--- config.mk ---
export PLATFORM = sky130hd
export DESIGN_NAME = mcq_top
export DESIGN_NICKNAME = d
export VERILOG_FILES = /design/src/mcq_pkg.sv /design/src/mcq_top.sv
export SDC_FILE = /design/constraint.sdc
export NUM_CORES = 1
export LEC_CHECK = 0
export BUFFER_PORTS_ARGS = -buffer_cell sky130_fd_sc_hd__buf_2
export CORE_ASPECT_RATIO = 0.9
export CORE_UTILIZATION = 50
export DETAILED_ROUTE_END_ITERATION = 10
export PLACE_DENSITY = 0.7
export REMOVE_ABC_BUFFERS = 1
export SLEW_MARGIN = 20
export SYNTH_ARGS = -nofsm -noshare
export SYNTH_HDL_FRONTEND = slang
export SYNTH_SLANG_ARGS = --single-unit
export TNS_END_PERCENT = 50
--- constraint.sdc ---
create_clock -name CLOCK_I -period 5.5 [get_ports CLOCK_I]
set_input_delay 1.1 -clock CLOCK_I [delete_from_list [all_inputs] [get_ports CLOCK_I]]
set_output_delay 1.1 -clock CLOCK_I [all_outputs]
set_load 0.005 [all_outputs]
--- src/mcq_pkg.sv ---
// constants for the motion capture and quadrature block
// assumes a single 100 MHz clock and an AXI4-Lite register port
package mcq_pkg;
    // ==========================================
    // bus and register map
    localparam int ADDR_W = 8;
    localparam logic [7:0] OFF_CAP_CTRL = 8'h00;
    localparam logic [7:0] OFF_TB_CTRL = 8'h04;
    localparam logic [7:0] OFF_TB_COUNT = 8'h08;
    localparam logic [7:0] OFF_CAP_BUF0 = 8'h0c;
    localparam logic [7:0] OFF_QEI_CTRL = 8'h18;
    localparam logic [7:0] OFF_POS_COUNT = 8'h1c;
    localparam logic [7:0] OFF_POS_LIMIT = 8'h20;
    localparam logic [7:0] OFF_IRQ_STATUS = 8'h24;
    localparam logic [7:0] OFF_IRQ_CLEAR = 8'h28;
    localparam logic [7:0] OFF_IRQ_ENABLE = 8'h2c;
    localparam logic [1:0] RESP_OKAY = 2'h0;
    localparam logic [1:0] RESP_SLVERR = 2'h2;
    // ==========================================
    // field positions and reset values
    localparam int CAP_REN_LSB = 16;
    localparam int TB_RUN_BIT = 0;
    localparam int TB_SEVT_BIT = 1;
    localparam int QEI_DIR_BIT = 5;
    localparam int IRQ_POS_BIT = 3;
    localparam logic [15:0] POS_LIMIT_RST = 16'hffff;
    // ==========================================
    // capture mode codes
    localparam logic [3:0] CM_OFF = 4'h0;
    localparam logic [3:0] CM_RISE = 4'h1;
    localparam logic [3:0] CM_FALL = 4'h2;
    localparam logic [3:0] CM_BOTH = 4'h3;
    localparam logic [3:0] CM_RISE_B = 4'h4;
    localparam logic [3:0] CM_PERIOD = 4'h5;
    localparam logic [3:0] CM_PW_HI = 4'h6;
    localparam logic [3:0] CM_PW_LO = 4'h7;
    localparam logic [3:0] CM_STATE = 4'h8;
    localparam logic [3:0] CM_TRIG_R = 4'he;
    localparam logic [3:0] CM_TRIG_F = 4'hf;
    // decoder mode codes
    localparam logic [2:0] QM_OFF = 3'h0;
    localparam logic [2:0] QM_X2_IDX = 3'h1;
    localparam logic [2:0] QM_X2_MAT = 3'h2;
    localparam logic [2:0] QM_X4_IDX = 3'h5;
    localparam logic [2:0] QM_X4_MAT = 3'h6;
    // quarter-cycle phases, one clock each
    typedef enum logic [1:0] {
        PH_Q1 = 2'b00, PH_Q2 = 2'b01, PH_Q3 = 2'b10, PH_Q4 = 2'b11
    } mcq_phase_type;
endpackage : mcq_pkg

--- src/mcq_top.sv ---
// capture channels on a shared time base plus a quadrature decoder
// assumes pins are asynchronous; registers over AXI4-Lite
//
// Behaviour
// [RL1] first active edge stores time base in buffer
// [RL2] every later active edge records time base
// [RL3] reset enable clears time base after capture
// [RL4] pulse-width modes ignore the reset enable
// [RL5] capture repeats until mode changed or reset
// [RL6] mode switching leaves time base unchanged
// [RL7] capture modes set the channel interrupt flag
// [RL8] channel one trigger mode: no flag, trigger
// [RL9] edge sampled at Q2, acted on at Q4
// [RL10] enabled trigger resets base, sets run at Q1
// [RL11] decoder mode zero and unused codes disable all
// [RL12] x2 mode counts phase A edges only
// [RL13] x4 mode counts both phase edges
// [RL14] index or limit match resets position count
// [RL15] direction bit set when A leads B
// [RL16] edge order decides up or down count
// [RL17] all pins pass a two-stage synchroniser
//
// The register offsets and register access over AXI4-Lite were chosen for this implementation.
`timescale 1ns/10ps
module mcq_top #(
    parameter int NUM_CH = 3
) (
    input wire logic CLOCK_I,
    input wire logic RST_N_I,
    input wire logic [mcq_pkg::ADDR_W-1:0] S_AXI_AWADDR_I,
    input wire logic S_AXI_AWVALID_I,
    output logic S_AXI_AWREADY_O,
    input wire logic [31:0] S_AXI_WDATA_I,
    input wire logic [3:0] S_AXI_WSTRB_I,
    input wire logic S_AXI_WVALID_I,
    output logic S_AXI_WREADY_O,
    output logic [1:0] S_AXI_BRESP_O,
    output logic S_AXI_BVALID_O,
    input wire logic S_AXI_BREADY_I,
    input wire logic [mcq_pkg::ADDR_W-1:0] S_AXI_ARADDR_I,
    input wire logic S_AXI_ARVALID_I,
    output logic S_AXI_ARREADY_O,
    output logic [31:0] S_AXI_RDATA_O,
    output logic [1:0] S_AXI_RRESP_O,
    output logic S_AXI_RVALID_O,
    input wire logic S_AXI_RREADY_I,
    input wire logic [NUM_CH-1:0] CAPTURE_INPUT_I,
    input wire logic PHASE_A_INPUT_I,
    input wire logic PHASE_B_INPUT_I,
    input wire logic INDEX_INPUT_I,
    output logic SPECIAL_EVENT_O,
    output logic IRQ_O
);
    import mcq_pkg::*;
    localparam int SW = NUM_CH + 3;
    localparam int IW = NUM_CH + 1;

    // ==========================================
    // state
    mcq_phase_type phase_q, phase_d;
    logic [SW-1:0] sync1_q, sync1_d, sync2_q, sync2_d;
    logic [2:0] qe_prev_q, qe_prev_d;
    logic [NUM_CH-1:0] cap_smp_q, cap_smp_d, cap_prv_q, cap_prv_d;
    logic [3:0] cap_mode_q [NUM_CH], cap_mode_d [NUM_CH];
    logic [NUM_CH-1:0] cap_ren_q, cap_ren_d;
    logic [15:0] cap_buf_q [NUM_CH], cap_buf_d [NUM_CH];
    logic [15:0] tb_q, tb_d, pos_q, pos_d, lim_q, lim_d;
    logic tb_run_q, tb_run_d, sevt_en_q, sevt_en_d;
    logic sevt_pend_q, sevt_pend_d, sevt_out_q, sevt_out_d;
    logic [2:0] qei_mode_q, qei_mode_d;
    logic dir_q, dir_d;
    logic [IW-1:0] irq_stat_q, irq_stat_d, irq_en_q, irq_en_d;
    logic bvalid_q, bvalid_d, rvalid_q, rvalid_d;
    logic [1:0] bresp_q, bresp_d, rresp_q, rresp_d;
    logic [31:0] rdata_q, rdata_d;

    // ==========================================
    // combinational helpers
    logic [NUM_CH-1:0] cap_hit, cap_clr, cap_trig;
    logic wr_go, rd_go, qa, qb, qi, a_edge, b_edge, qe_en, qe_cnt;
    logic qe_up, idx_rst, mat_rst;
    logic [31:0] cap_ctrl_view, wmask;
    logic [ADDR_W-1:0] waddr, raddr;

    // ==========================================
    // bus handshakes; writes taken once both write channels are offered, reads on the read address alone
    assign wr_go = S_AXI_AWVALID_I & S_AXI_WVALID_I & ~bvalid_q;
    assign rd_go = S_AXI_ARVALID_I & ~rvalid_q;
    assign S_AXI_AWREADY_O = wr_go;
    assign S_AXI_WREADY_O = wr_go;
    assign S_AXI_ARREADY_O = rd_go;
    assign S_AXI_BVALID_O = bvalid_q;
    assign S_AXI_BRESP_O = bresp_q;
    assign S_AXI_RVALID_O = rvalid_q;
    assign S_AXI_RRESP_O = rresp_q;
    assign S_AXI_RDATA_O = rdata_q;
    assign SPECIAL_EVENT_O = sevt_out_q;
    assign IRQ_O = |(irq_stat_q & irq_en_q);
    assign waddr = {S_AXI_AWADDR_I[ADDR_W-1:2], 2'b00};
    assign raddr = {S_AXI_ARADDR_I[ADDR_W-1:2], 2'b00};
    assign wmask = {{8{S_AXI_WSTRB_I[3]}}, {8{S_AXI_WSTRB_I[2]}},
                    {8{S_AXI_WSTRB_I[1]}}, {8{S_AXI_WSTRB_I[0]}}};

    // synchronised pins: caps low, then a, b, index
    assign qa = sync2_q[NUM_CH];
    assign qb = sync2_q[NUM_CH+1];
    assign qi = sync2_q[NUM_CH+2];

    // ==========================================
    // capture edge decode, acted on in Q4 only
    always_comb begin
        logic rise, fall;
        rise = 1'b0;
        fall = 1'b0;
        for (int i = 0; i < NUM_CH; i++) begin
            rise = cap_smp_q[i] & ~cap_prv_q[i];
            fall = ~cap_smp_q[i] & cap_prv_q[i];
            cap_hit[i] = 1'b0;
            cap_clr[i] = 1'b0;
            cap_trig[i] = 1'b0;
            case (cap_mode_q[i])
                CM_RISE, CM_RISE_B, CM_PERIOD: cap_hit[i] = rise;
                CM_FALL: cap_hit[i] = fall;
                CM_BOTH, CM_STATE: cap_hit[i] = rise | fall;
                CM_PW_HI: begin
                    cap_hit[i] = fall;
                    cap_clr[i] = rise; // see RL4
                end
                CM_PW_LO: begin
                    cap_hit[i] = rise;
                    cap_clr[i] = fall; // see RL4
                end
                CM_TRIG_R: cap_trig[i] = (i == 0) & rise; // see RL8
                CM_TRIG_F: cap_trig[i] = (i == 0) & fall; // see RL8
                default: cap_hit[i] = 1'b0;
            endcase
            if (cap_mode_q[i] != CM_PW_HI && cap_mode_q[i] != CM_PW_LO) begin
                cap_clr[i] = (cap_hit[i] | cap_trig[i]) & cap_ren_q[i];
            end // see RL3
            if (phase_q != PH_Q4) begin // see RL9
                cap_hit[i] = 1'b0;
                cap_clr[i] = 1'b0;
                cap_trig[i] = 1'b0;
            end
        end
    end

    // ==========================================
    // decoder edge and direction decode
    assign a_edge = qa ^ qe_prev_q[0];
    assign b_edge = qb ^ qe_prev_q[1];
    assign qe_en = (qei_mode_q == QM_X2_IDX) | (qei_mode_q == QM_X2_MAT) |
                   (qei_mode_q == QM_X4_IDX) | (qei_mode_q == QM_X4_MAT);
    // see RL11, RL12, RL13
    assign qe_cnt = qe_en & (a_edge | (qei_mode_q[2] & b_edge));
    assign qe_up = a_edge ? (qa ^ qb) : ~(qa ^ qb); // see RL16
    assign idx_rst = qe_en & qei_mode_q[0] & qi & ~qe_prev_q[2];
    assign mat_rst = qe_cnt & qe_up & ~qei_mode_q[0] & (pos_q == lim_q);

    // control register viewed as one word
    always_comb begin
        cap_ctrl_view = 32'h0000_0000;
        for (int i = 0; i < NUM_CH; i++) begin
            cap_ctrl_view[4*i +: 4] = cap_mode_q[i];
            cap_ctrl_view[CAP_REN_LSB+i] = cap_ren_q[i];
        end
    end

    // ==========================================
    // next-state logic for the whole block
    always_comb begin
        logic [31:0] wv;
        logic [IW-1:0] irq_set, irq_clr;
        wv = (cap_ctrl_view & ~wmask) | (S_AXI_WDATA_I & wmask);
        irq_set = '0;
        irq_clr = '0;
        phase_d = mcq_phase_type'(phase_q + 2'h1);
        sync1_d = {INDEX_INPUT_I, PHASE_B_INPUT_I, PHASE_A_INPUT_I,
                   CAPTURE_INPUT_I}; // see RL17
        sync2_d = sync1_q;
        qe_prev_d = {qi, qb, qa};
        cap_smp_d = cap_smp_q;
        cap_prv_d = cap_prv_q;
        if (phase_q == PH_Q2) begin // see RL9
            cap_smp_d = sync2_q[NUM_CH-1:0];
            cap_prv_d = cap_smp_q;
        end
        cap_mode_d = cap_mode_q;
        cap_ren_d = cap_ren_q;
        cap_buf_d = cap_buf_q;
        tb_d = tb_q;
        tb_run_d = tb_run_q;
        sevt_en_d = sevt_en_q;
        sevt_pend_d = sevt_pend_q;
        sevt_out_d = 1'b0;
        qei_mode_d = qei_mode_q;
        lim_d = lim_q;
        irq_en_d = irq_en_q;
        pos_d = pos_q;
        dir_d = dir_q;
        bvalid_d = bvalid_q & ~S_AXI_BREADY_I;
        bresp_d = bresp_q;
        rvalid_d = rvalid_q & ~S_AXI_RREADY_I;
        rresp_d = rresp_q;
        rdata_d = rdata_q;
        // capture store and flags
        for (int i = 0; i < NUM_CH; i++) begin
            if (cap_hit[i] | cap_trig[i]) begin
                cap_buf_d[i] = tb_q; // see RL1, RL2, RL5
            end
            irq_set[i] = cap_hit[i]; // see RL7, RL8
        end
        // time base: runs on Q1, capture clears in Q4, mode writes never
        if (|cap_clr) begin
            tb_d = 16'h0000; // see RL3, RL6
        end else if (phase_q == PH_Q1 && sevt_pend_q) begin
            tb_d = 16'h0000; // see RL10
            tb_run_d = 1'b1;
            sevt_pend_d = 1'b0;
        end else if (phase_q == PH_Q1 && tb_run_q) begin
            tb_d = tb_q + 16'h0001;
        end
        if (cap_trig[0]) begin
            sevt_out_d = 1'b1; // see RL8
            sevt_pend_d = sevt_en_q; // see RL10
        end
        // position counter
        if (idx_rst) begin
            pos_d = 16'h0000; // see RL14
        end else if (qe_cnt) begin
            dir_d = qe_up; // see RL15
            if (mat_rst) begin
                pos_d = 16'h0000; // see RL14
            end else if (qe_up) begin
                pos_d = pos_q + 16'h0001;
            end else if (~qei_mode_q[0] && pos_q == 16'h0000) begin
                pos_d = lim_q;
            end else begin
                pos_d = pos_q - 16'h0001;
            end
        end
        irq_set[IRQ_POS_BIT] = idx_rst | mat_rst;
        // register writes
        if (wr_go) begin
            bvalid_d = 1'b1;
            bresp_d = RESP_OKAY;
            unique case (waddr)
                OFF_CAP_CTRL: begin
                    for (int i = 0; i < NUM_CH; i++) begin
                        cap_mode_d[i] = wv[4*i +: 4];
                        cap_ren_d[i] = wv[CAP_REN_LSB+i];
                    end
                end
                OFF_TB_CTRL: begin
                    if (S_AXI_WSTRB_I[0]) begin
                        tb_run_d = S_AXI_WDATA_I[TB_RUN_BIT] |
                                   (tb_run_d & ~tb_run_q);
                        sevt_en_d = S_AXI_WDATA_I[TB_SEVT_BIT];
                    end
                end
                OFF_QEI_CTRL: begin
                    if (S_AXI_WSTRB_I[0]) begin
                        qei_mode_d = S_AXI_WDATA_I[2:0];
                    end
                end
                OFF_POS_LIMIT: lim_d = (lim_q & ~wmask[15:0]) |
                    (S_AXI_WDATA_I[15:0] & wmask[15:0]);
                OFF_IRQ_CLEAR: irq_clr = S_AXI_WDATA_I[IW-1:0];
                OFF_IRQ_ENABLE: irq_en_d = S_AXI_WDATA_I[IW-1:0];
                OFF_TB_COUNT, OFF_POS_COUNT, OFF_IRQ_STATUS: ;
                default: begin
                    if (waddr < OFF_CAP_BUF0 ||
                        waddr >= OFF_CAP_BUF0 + 8'(4*NUM_CH)) begin
                        bresp_d = RESP_SLVERR;
                    end
                end
            endcase
        end
        // set wins over a clear in the same cycle
        irq_stat_d = (irq_stat_q & ~irq_clr) | irq_set;
        // register reads
        if (rd_go) begin
            rvalid_d = 1'b1;
            rresp_d = RESP_OKAY;
            rdata_d = 32'h0000_0000;
            unique case (raddr)
                OFF_CAP_CTRL: rdata_d = cap_ctrl_view;
                OFF_TB_CTRL: rdata_d = {30'h0, sevt_en_q, tb_run_q};
                OFF_TB_COUNT: rdata_d = {16'h0, tb_q};
                OFF_QEI_CTRL: rdata_d = {26'h0, dir_q, 2'h0, qei_mode_q};
                OFF_POS_COUNT: rdata_d = {16'h0, pos_q};
                OFF_POS_LIMIT: rdata_d = {16'h0, lim_q};
                OFF_IRQ_STATUS: rdata_d[IW-1:0] = irq_stat_q;
                OFF_IRQ_ENABLE: rdata_d[IW-1:0] = irq_en_q;
                OFF_IRQ_CLEAR: rdata_d = 32'h0000_0000;
                default: begin
                    rresp_d = RESP_SLVERR;
                    for (int i = 0; i < NUM_CH; i++) begin
                        if (raddr == OFF_CAP_BUF0 + 8'(4*i)) begin
                            rdata_d = {16'h0, cap_buf_q[i]};
                            rresp_d = RESP_OKAY;
                        end
                    end
                end
            endcase
        end
    end

    // ==========================================
    // registers, synchronous active-low reset
    always_ff @(posedge CLOCK_I) begin
        if (!RST_N_I) begin
            phase_q <= PH_Q1;
            sync1_q <= '0;
            sync2_q <= '0;
            qe_prev_q <= 3'h0;
            cap_smp_q <= '0;
            cap_prv_q <= '0;
            for (int i = 0; i < NUM_CH; i++) begin
                cap_mode_q[i] <= CM_OFF;
                cap_buf_q[i] <= 16'h0000;
            end
            cap_ren_q <= '0;
            tb_q <= 16'h0000;
            tb_run_q <= 1'b0;
            sevt_en_q <= 1'b0;
            sevt_pend_q <= 1'b0;
            sevt_out_q <= 1'b0;
            qei_mode_q <= QM_OFF;
            dir_q <= 1'b0;
            pos_q <= 16'h0000;
            lim_q <= POS_LIMIT_RST;
            irq_stat_q <= '0;
            irq_en_q <= '0;
            bvalid_q <= 1'b0;
            bresp_q <= RESP_OKAY;
            rvalid_q <= 1'b0;
            rresp_q <= RESP_OKAY;
            rdata_q <= 32'h0000_0000;
        end else begin
            phase_q <= phase_d;
            sync1_q <= sync1_d;
            sync2_q <= sync2_d;
            qe_prev_q <= qe_prev_d;
            cap_smp_q <= cap_smp_d;
            cap_prv_q <= cap_prv_d;
            cap_mode_q <= cap_mode_d;
            cap_buf_q <= cap_buf_d;
            cap_ren_q <= cap_ren_d;
            tb_q <= tb_d;
            tb_run_q <= tb_run_d;
            sevt_en_q <= sevt_en_d;
            sevt_pend_q <= sevt_pend_d;
            sevt_out_q <= sevt_out_d;
            qei_mode_q <= qei_mode_d;
            dir_q <= dir_d;
            pos_q <= pos_d;
            lim_q <= lim_d;
            irq_stat_q <= irq_stat_d;
            irq_en_q <= irq_en_d;
            bvalid_q <= bvalid_d;
            bresp_q <= bresp_d;
            rvalid_q <= rvalid_d;
            rresp_q <= rresp_d;
            rdata_q <= rdata_d;
        end
    end
endmodule : mcq_top

# Word level (Yosys, flattened, before mapping)
# Cells that the tools add are included.
dict set report totals {
  word_cells 239
  register_bits 188
}
dict set report classes {
  bitwise 65
  muxes 45
  addsub 4
  n_lt_le_gt_ge 2
  n_eq_ne 59
  reduce_logical 35
}
# op count
set op_table {}
lappend op_table {{$pmux 28 s6} 1}
lappend op_table {{$mux 16} 4}
lappend op_table {{$mux 32} 2}
lappend op_table {{$eq 4x3->1 const B} 12}
lappend op_table {{$eq 6x4->1 const B} 8}
lappend op_table {{$and 19x19->19} 2}
lappend op_table {{$eq 6x3->1 const B} 6}
lappend op_table {{$pmux 4 s9} 1}
lappend op_table {{$add 16x1->16 const B} 2}
lappend op_table {{$and 16x16->16} 2}
lappend op_table {{$eq 4x2->1 const B} 6}
lappend op_table {{$ne 4x3->1 const B} 6}
lappend op_table {{$and 1x1->1} 23}
lappend op_table {{$mux 1} 22}
lappend op_table {{$eq 4x4->1 const B} 5}
lappend op_table {{$reduce_or 4->1} 5}
lappend op_table {{$not 19->19} 1}
lappend op_table {{$or 19x19->19} 1}
lappend op_table {{$eq 6x2->1 const B} 3}
lappend op_table {{$reduce_or 9->1} 2}
lappend op_table {{$eq 16x16->1} 1}
lappend op_table {{$logic_not 16->1} 1}
lappend op_table {{$logic_not 8->1} 2}
lappend op_table {{$not 1->1} 16}
lappend op_table {{31 further kinds} 76}

# Longest topological paths before layout
dict set report depth {
  depth_word 15
  depth_mapped 10
}

# Least setup slack after synthesis
# No wires, ideal clock.
dict set report synth_path {
  path_type {input to output}
  from {input port S_AXI_ARVALID_I}
  to {output port S_AXI_ARREADY_O}
  path_buffers 2
  required_time_ns 4.400
  t_arrival_ns 1.712
  path_slack_ns 2.688
  path_stages 4
  path_cell_list {nand2b_1 > clkbuf_1 > inv_1 > clkbuf_1}
}
dict set report synth_between {
  elab_chain_cells 1
}
# element line_no
set synth_lines {}
lappend synth_lines {{from (decl)} mcq_top.sv:41} ;# input wire logic S_AXI_ARVALID_I,
lappend synth_lines {{$and 1x1->1} mcq_top.sv:88} ;# assign rd_go = S_AXI_ARVALID_I & ~rvalid_q;
lappend synth_lines {{to (decl)} mcq_top.sv:42} ;# output logic S_AXI_ARREADY_O,
# No other way between the ends.

# Worst setup path after layout
# Ends and elaborated chain as after synthesis.

==> results.ini <==
[timing]
slew_headroom = 0.310
finalHoldViolations = 0
period_share = 0.717
fin_ws_ns = 1.56
tns_ns = 0
setup_violations = 0
period_needed_ns = 3.94
skew_ns = 0.00721
max_clock_freq_ghz = 0.254
rsz0062_at_grt = false
max_slew.worst_pin.slew_ns = 1.02
slew_viol_final = 0

[min_path]
whs_endpoint = sync2_q[3]
holdPathStages = 1
min_from = sync1_q[3]
hold_class = reg2reg

[pwr]
p_int_mw = 2.03
power_frac_seq = 0.482
p_clk_frac = 0.456
p_switching_uw = 630
combPwrFrac = 0.063
swShare = 0.237
max-vdd-ir-drop_mv = 0.206
leakage_nw = 4.05
powerDensity_mw_per_mm2 = 274
total_power_mw = 2.66

[synthesis]
netlist_top_cells_count = dfxtp_1, nor2_1, mux2i_1
synth_edf_count = 0
syn-instance-count = 1008
ys_ff_latch = 173
yosysMostFrequentCell = dfxtp_1
syn_avg_cell_area_um2 = 8.69
seq_area_frac_synth = 0.395
netlist.area_leader.share = 0.395
synth_area_leaders = dfxtp_1, mux2i_1, nor2_1
ys_types = 77
synth_ff_type = dfxtp_1
async_reset_ff_frac = 0
yosys.area.top_type = dfxtp_1
synth_area_mm2 = 0.00876
ys_warn_count = 0

[setup_path]
end_kind = output port
cp.required_ns = 4.40
path_class = in2out
r2r_setup_slack_ns = 2.67
cp_num_cells = 4
worst-path-buf-inv = 3
ff2ff_path_depth = 7
arrival_ns = 2.84
worstReg2RegStart = cap_smp_q[1]
slowest_stage = inv_1
crit_family = buffers and inverters
crit_chain = buf_2, nand2b_1, inv_1, buf_2
crit_top_cell = buf_2
r2r_end = tb_q[4]
worstPathMaxFanout = 24
max_stage_delay_ns = 0.69
startpoint_type = input port

[detailed_routing]
first_pass_iters = 6
drt_wl_total_um = 23400
vias = 7583
ant_nets = 0
post-route-drc-count = 0
wire_per_inst_um = 18.2
drt_iter0_drc = 760
viasPerCell = 5.91

[placed_design]
dp_slack_ns = 1.56
placed_area_mm2 = 0.00913
hpwl_um = 15900
place.port_buffers = 74
place_congestion = 0.897

[cells_and_area]
num-fill-cells = 1539
diodes = 0
drive_gt1_frac = 0.137
area_growth_pct = 10.9
nets = 1113
stdcell_area_mm2 = 0.00972

[clock_tree]
cts_resized = 0
cts_sinks = 173
ctsHoldBuffers = 0
htree_levels = 4
cts_made_buffers = 17
clk_pin_slew_ns = 0.06
post_cts_buffers = 0
clockBufferDepth = 2
cts-root-buf = clkbuf_16
cts_tree = built
clk_latency_ns = 0.43

[run]
drv_cap = 0

[global_routing]
antenna_found_initial = 0
grt_usage = 0.264
grt_overflow = 0
grt_pass1_vias = 6827
grt_max_degree = 92
grt_pass1_wl_um = 36800

[die]
fp.dieArea_mm2 = 0.0181
placementRows = 45
initial_core_util = 0.515
num_io_pins = 108
die_x_um = 142
core_region_area_mm2 = 0.0170
die_h_um = 128

[run_status]
outcome = finished clean

[worst register-to-register path, stage by stage, from the launching register on]
cell	delay, ns
dfxtp_1	0.37
inv_1	0.06
ha_1	0.31
a2111oi_0	0.86
o311a_1	0.29
a21oi_1	0.07
nand4_1	0.61
nor2_1	0.11
[kinds of logic (layout without fill, tap and decap cells)]
| family | Yosys count | in the layout | share of synthesized area |
|---|---|---|---|
| buffers and inverters | 107 | 134 | 0.0586 |
| flip-flops | 173 | 173 | 0.395 |
| other | 1 | 15 | 0.000428 |
| AND/OR/NAND/NOR | 382 | 382 | 0.220 |
| XOR/XNOR | 44 | 44 | 0.0448 |
| adder cells (fa/ha/maj) | 12 | 12 | 0.0171 |
| AO/OA/AOI/OAI | 186 | 186 | 0.145 |
| multiplexers | 103 | 103 | 0.119 |
[how the worst max path moves through the flow]
stage                    startpoint         endpoint  slack (ns)
floorplan                   RST_N_I        pos_q[14]        2.23
global placement    S_AXI_ARVALID_I  S_AXI_ARREADY_O        1.57
detailed placement  S_AXI_ARVALID_I  S_AXI_ARREADY_O        1.56
CTS                 S_AXI_ARVALID_I  S_AXI_ARREADY_O        1.56
global route        S_AXI_ARVALID_I  S_AXI_ARREADY_O        1.41
finish              S_AXI_ARVALID_I  S_AXI_ARREADY_O        1.56
[power by group through the flow]
stage	logic, mW	clock network (mW)	registers (mW)
finish	0.167	1.21	1.28
global route	0.184	1.28	1.28
CTS	0.166	1.23	1.28
detailed placement	0.165	0	1.31
global placement	0.164	0	1.31
floorplan	0.0830	0	1.31
[per-stage QoR]
step | util | hold slack (ns) | cells
finish | 0.571 | 0.435 | 1284
global route | 0.571 | 0.454 | 1284
CTS | 0.571 | 0.437 | 1284
detailed placement | 0.537 | 0.419 | 1252
global placement | 0.537 | 0.416 | 1252
floorplan | - | 0.412 | 933
[layout make-up]
class                   instances  area, um^2  share of cell area
flip-flops and latches        173        3460               0.356
inverters                      18        67.6             0.00695
well taps                     235         294              0.0303
repair buffers                 84         445              0.0458
multi-input cells             742        4850               0.500
clock buffers                  21         460              0.0474
clock inverters                11         130              0.0134
[per-layer routing]
layer  part of all wire  global-route usage  vias up
li1                   -                   -     3635
met2               0.46               0.417      285
met3              0.058              0.0547       53
met1               0.45               0.351     3610
met5                  0                   0        -
met4              0.030               0.113        0
[placed cells by master (no fill, tap or decap), drive strengths merged, types with 15 or more instances in the layout]
cell type | Yosys | routed
clkbuf | 53 | 21
and2 | 20 | 20
o21ai | 37 | 37
nor2 | 124 | 124
nor3 | 23 | 23
a21oi | 51 | 51
conb | 1 | 15
mux2i | 93 | 93
inv | 18 | 22
a221oi | 22 | 22
buf | 36 | 84
xor2 | 30 | 30
nand2 | 86 | 86
dfxtp | 173 | 173
nand3 | 38 | 38
nor4 | 15 | 15
Note: power is estimated with default switching activity, not from simulation.
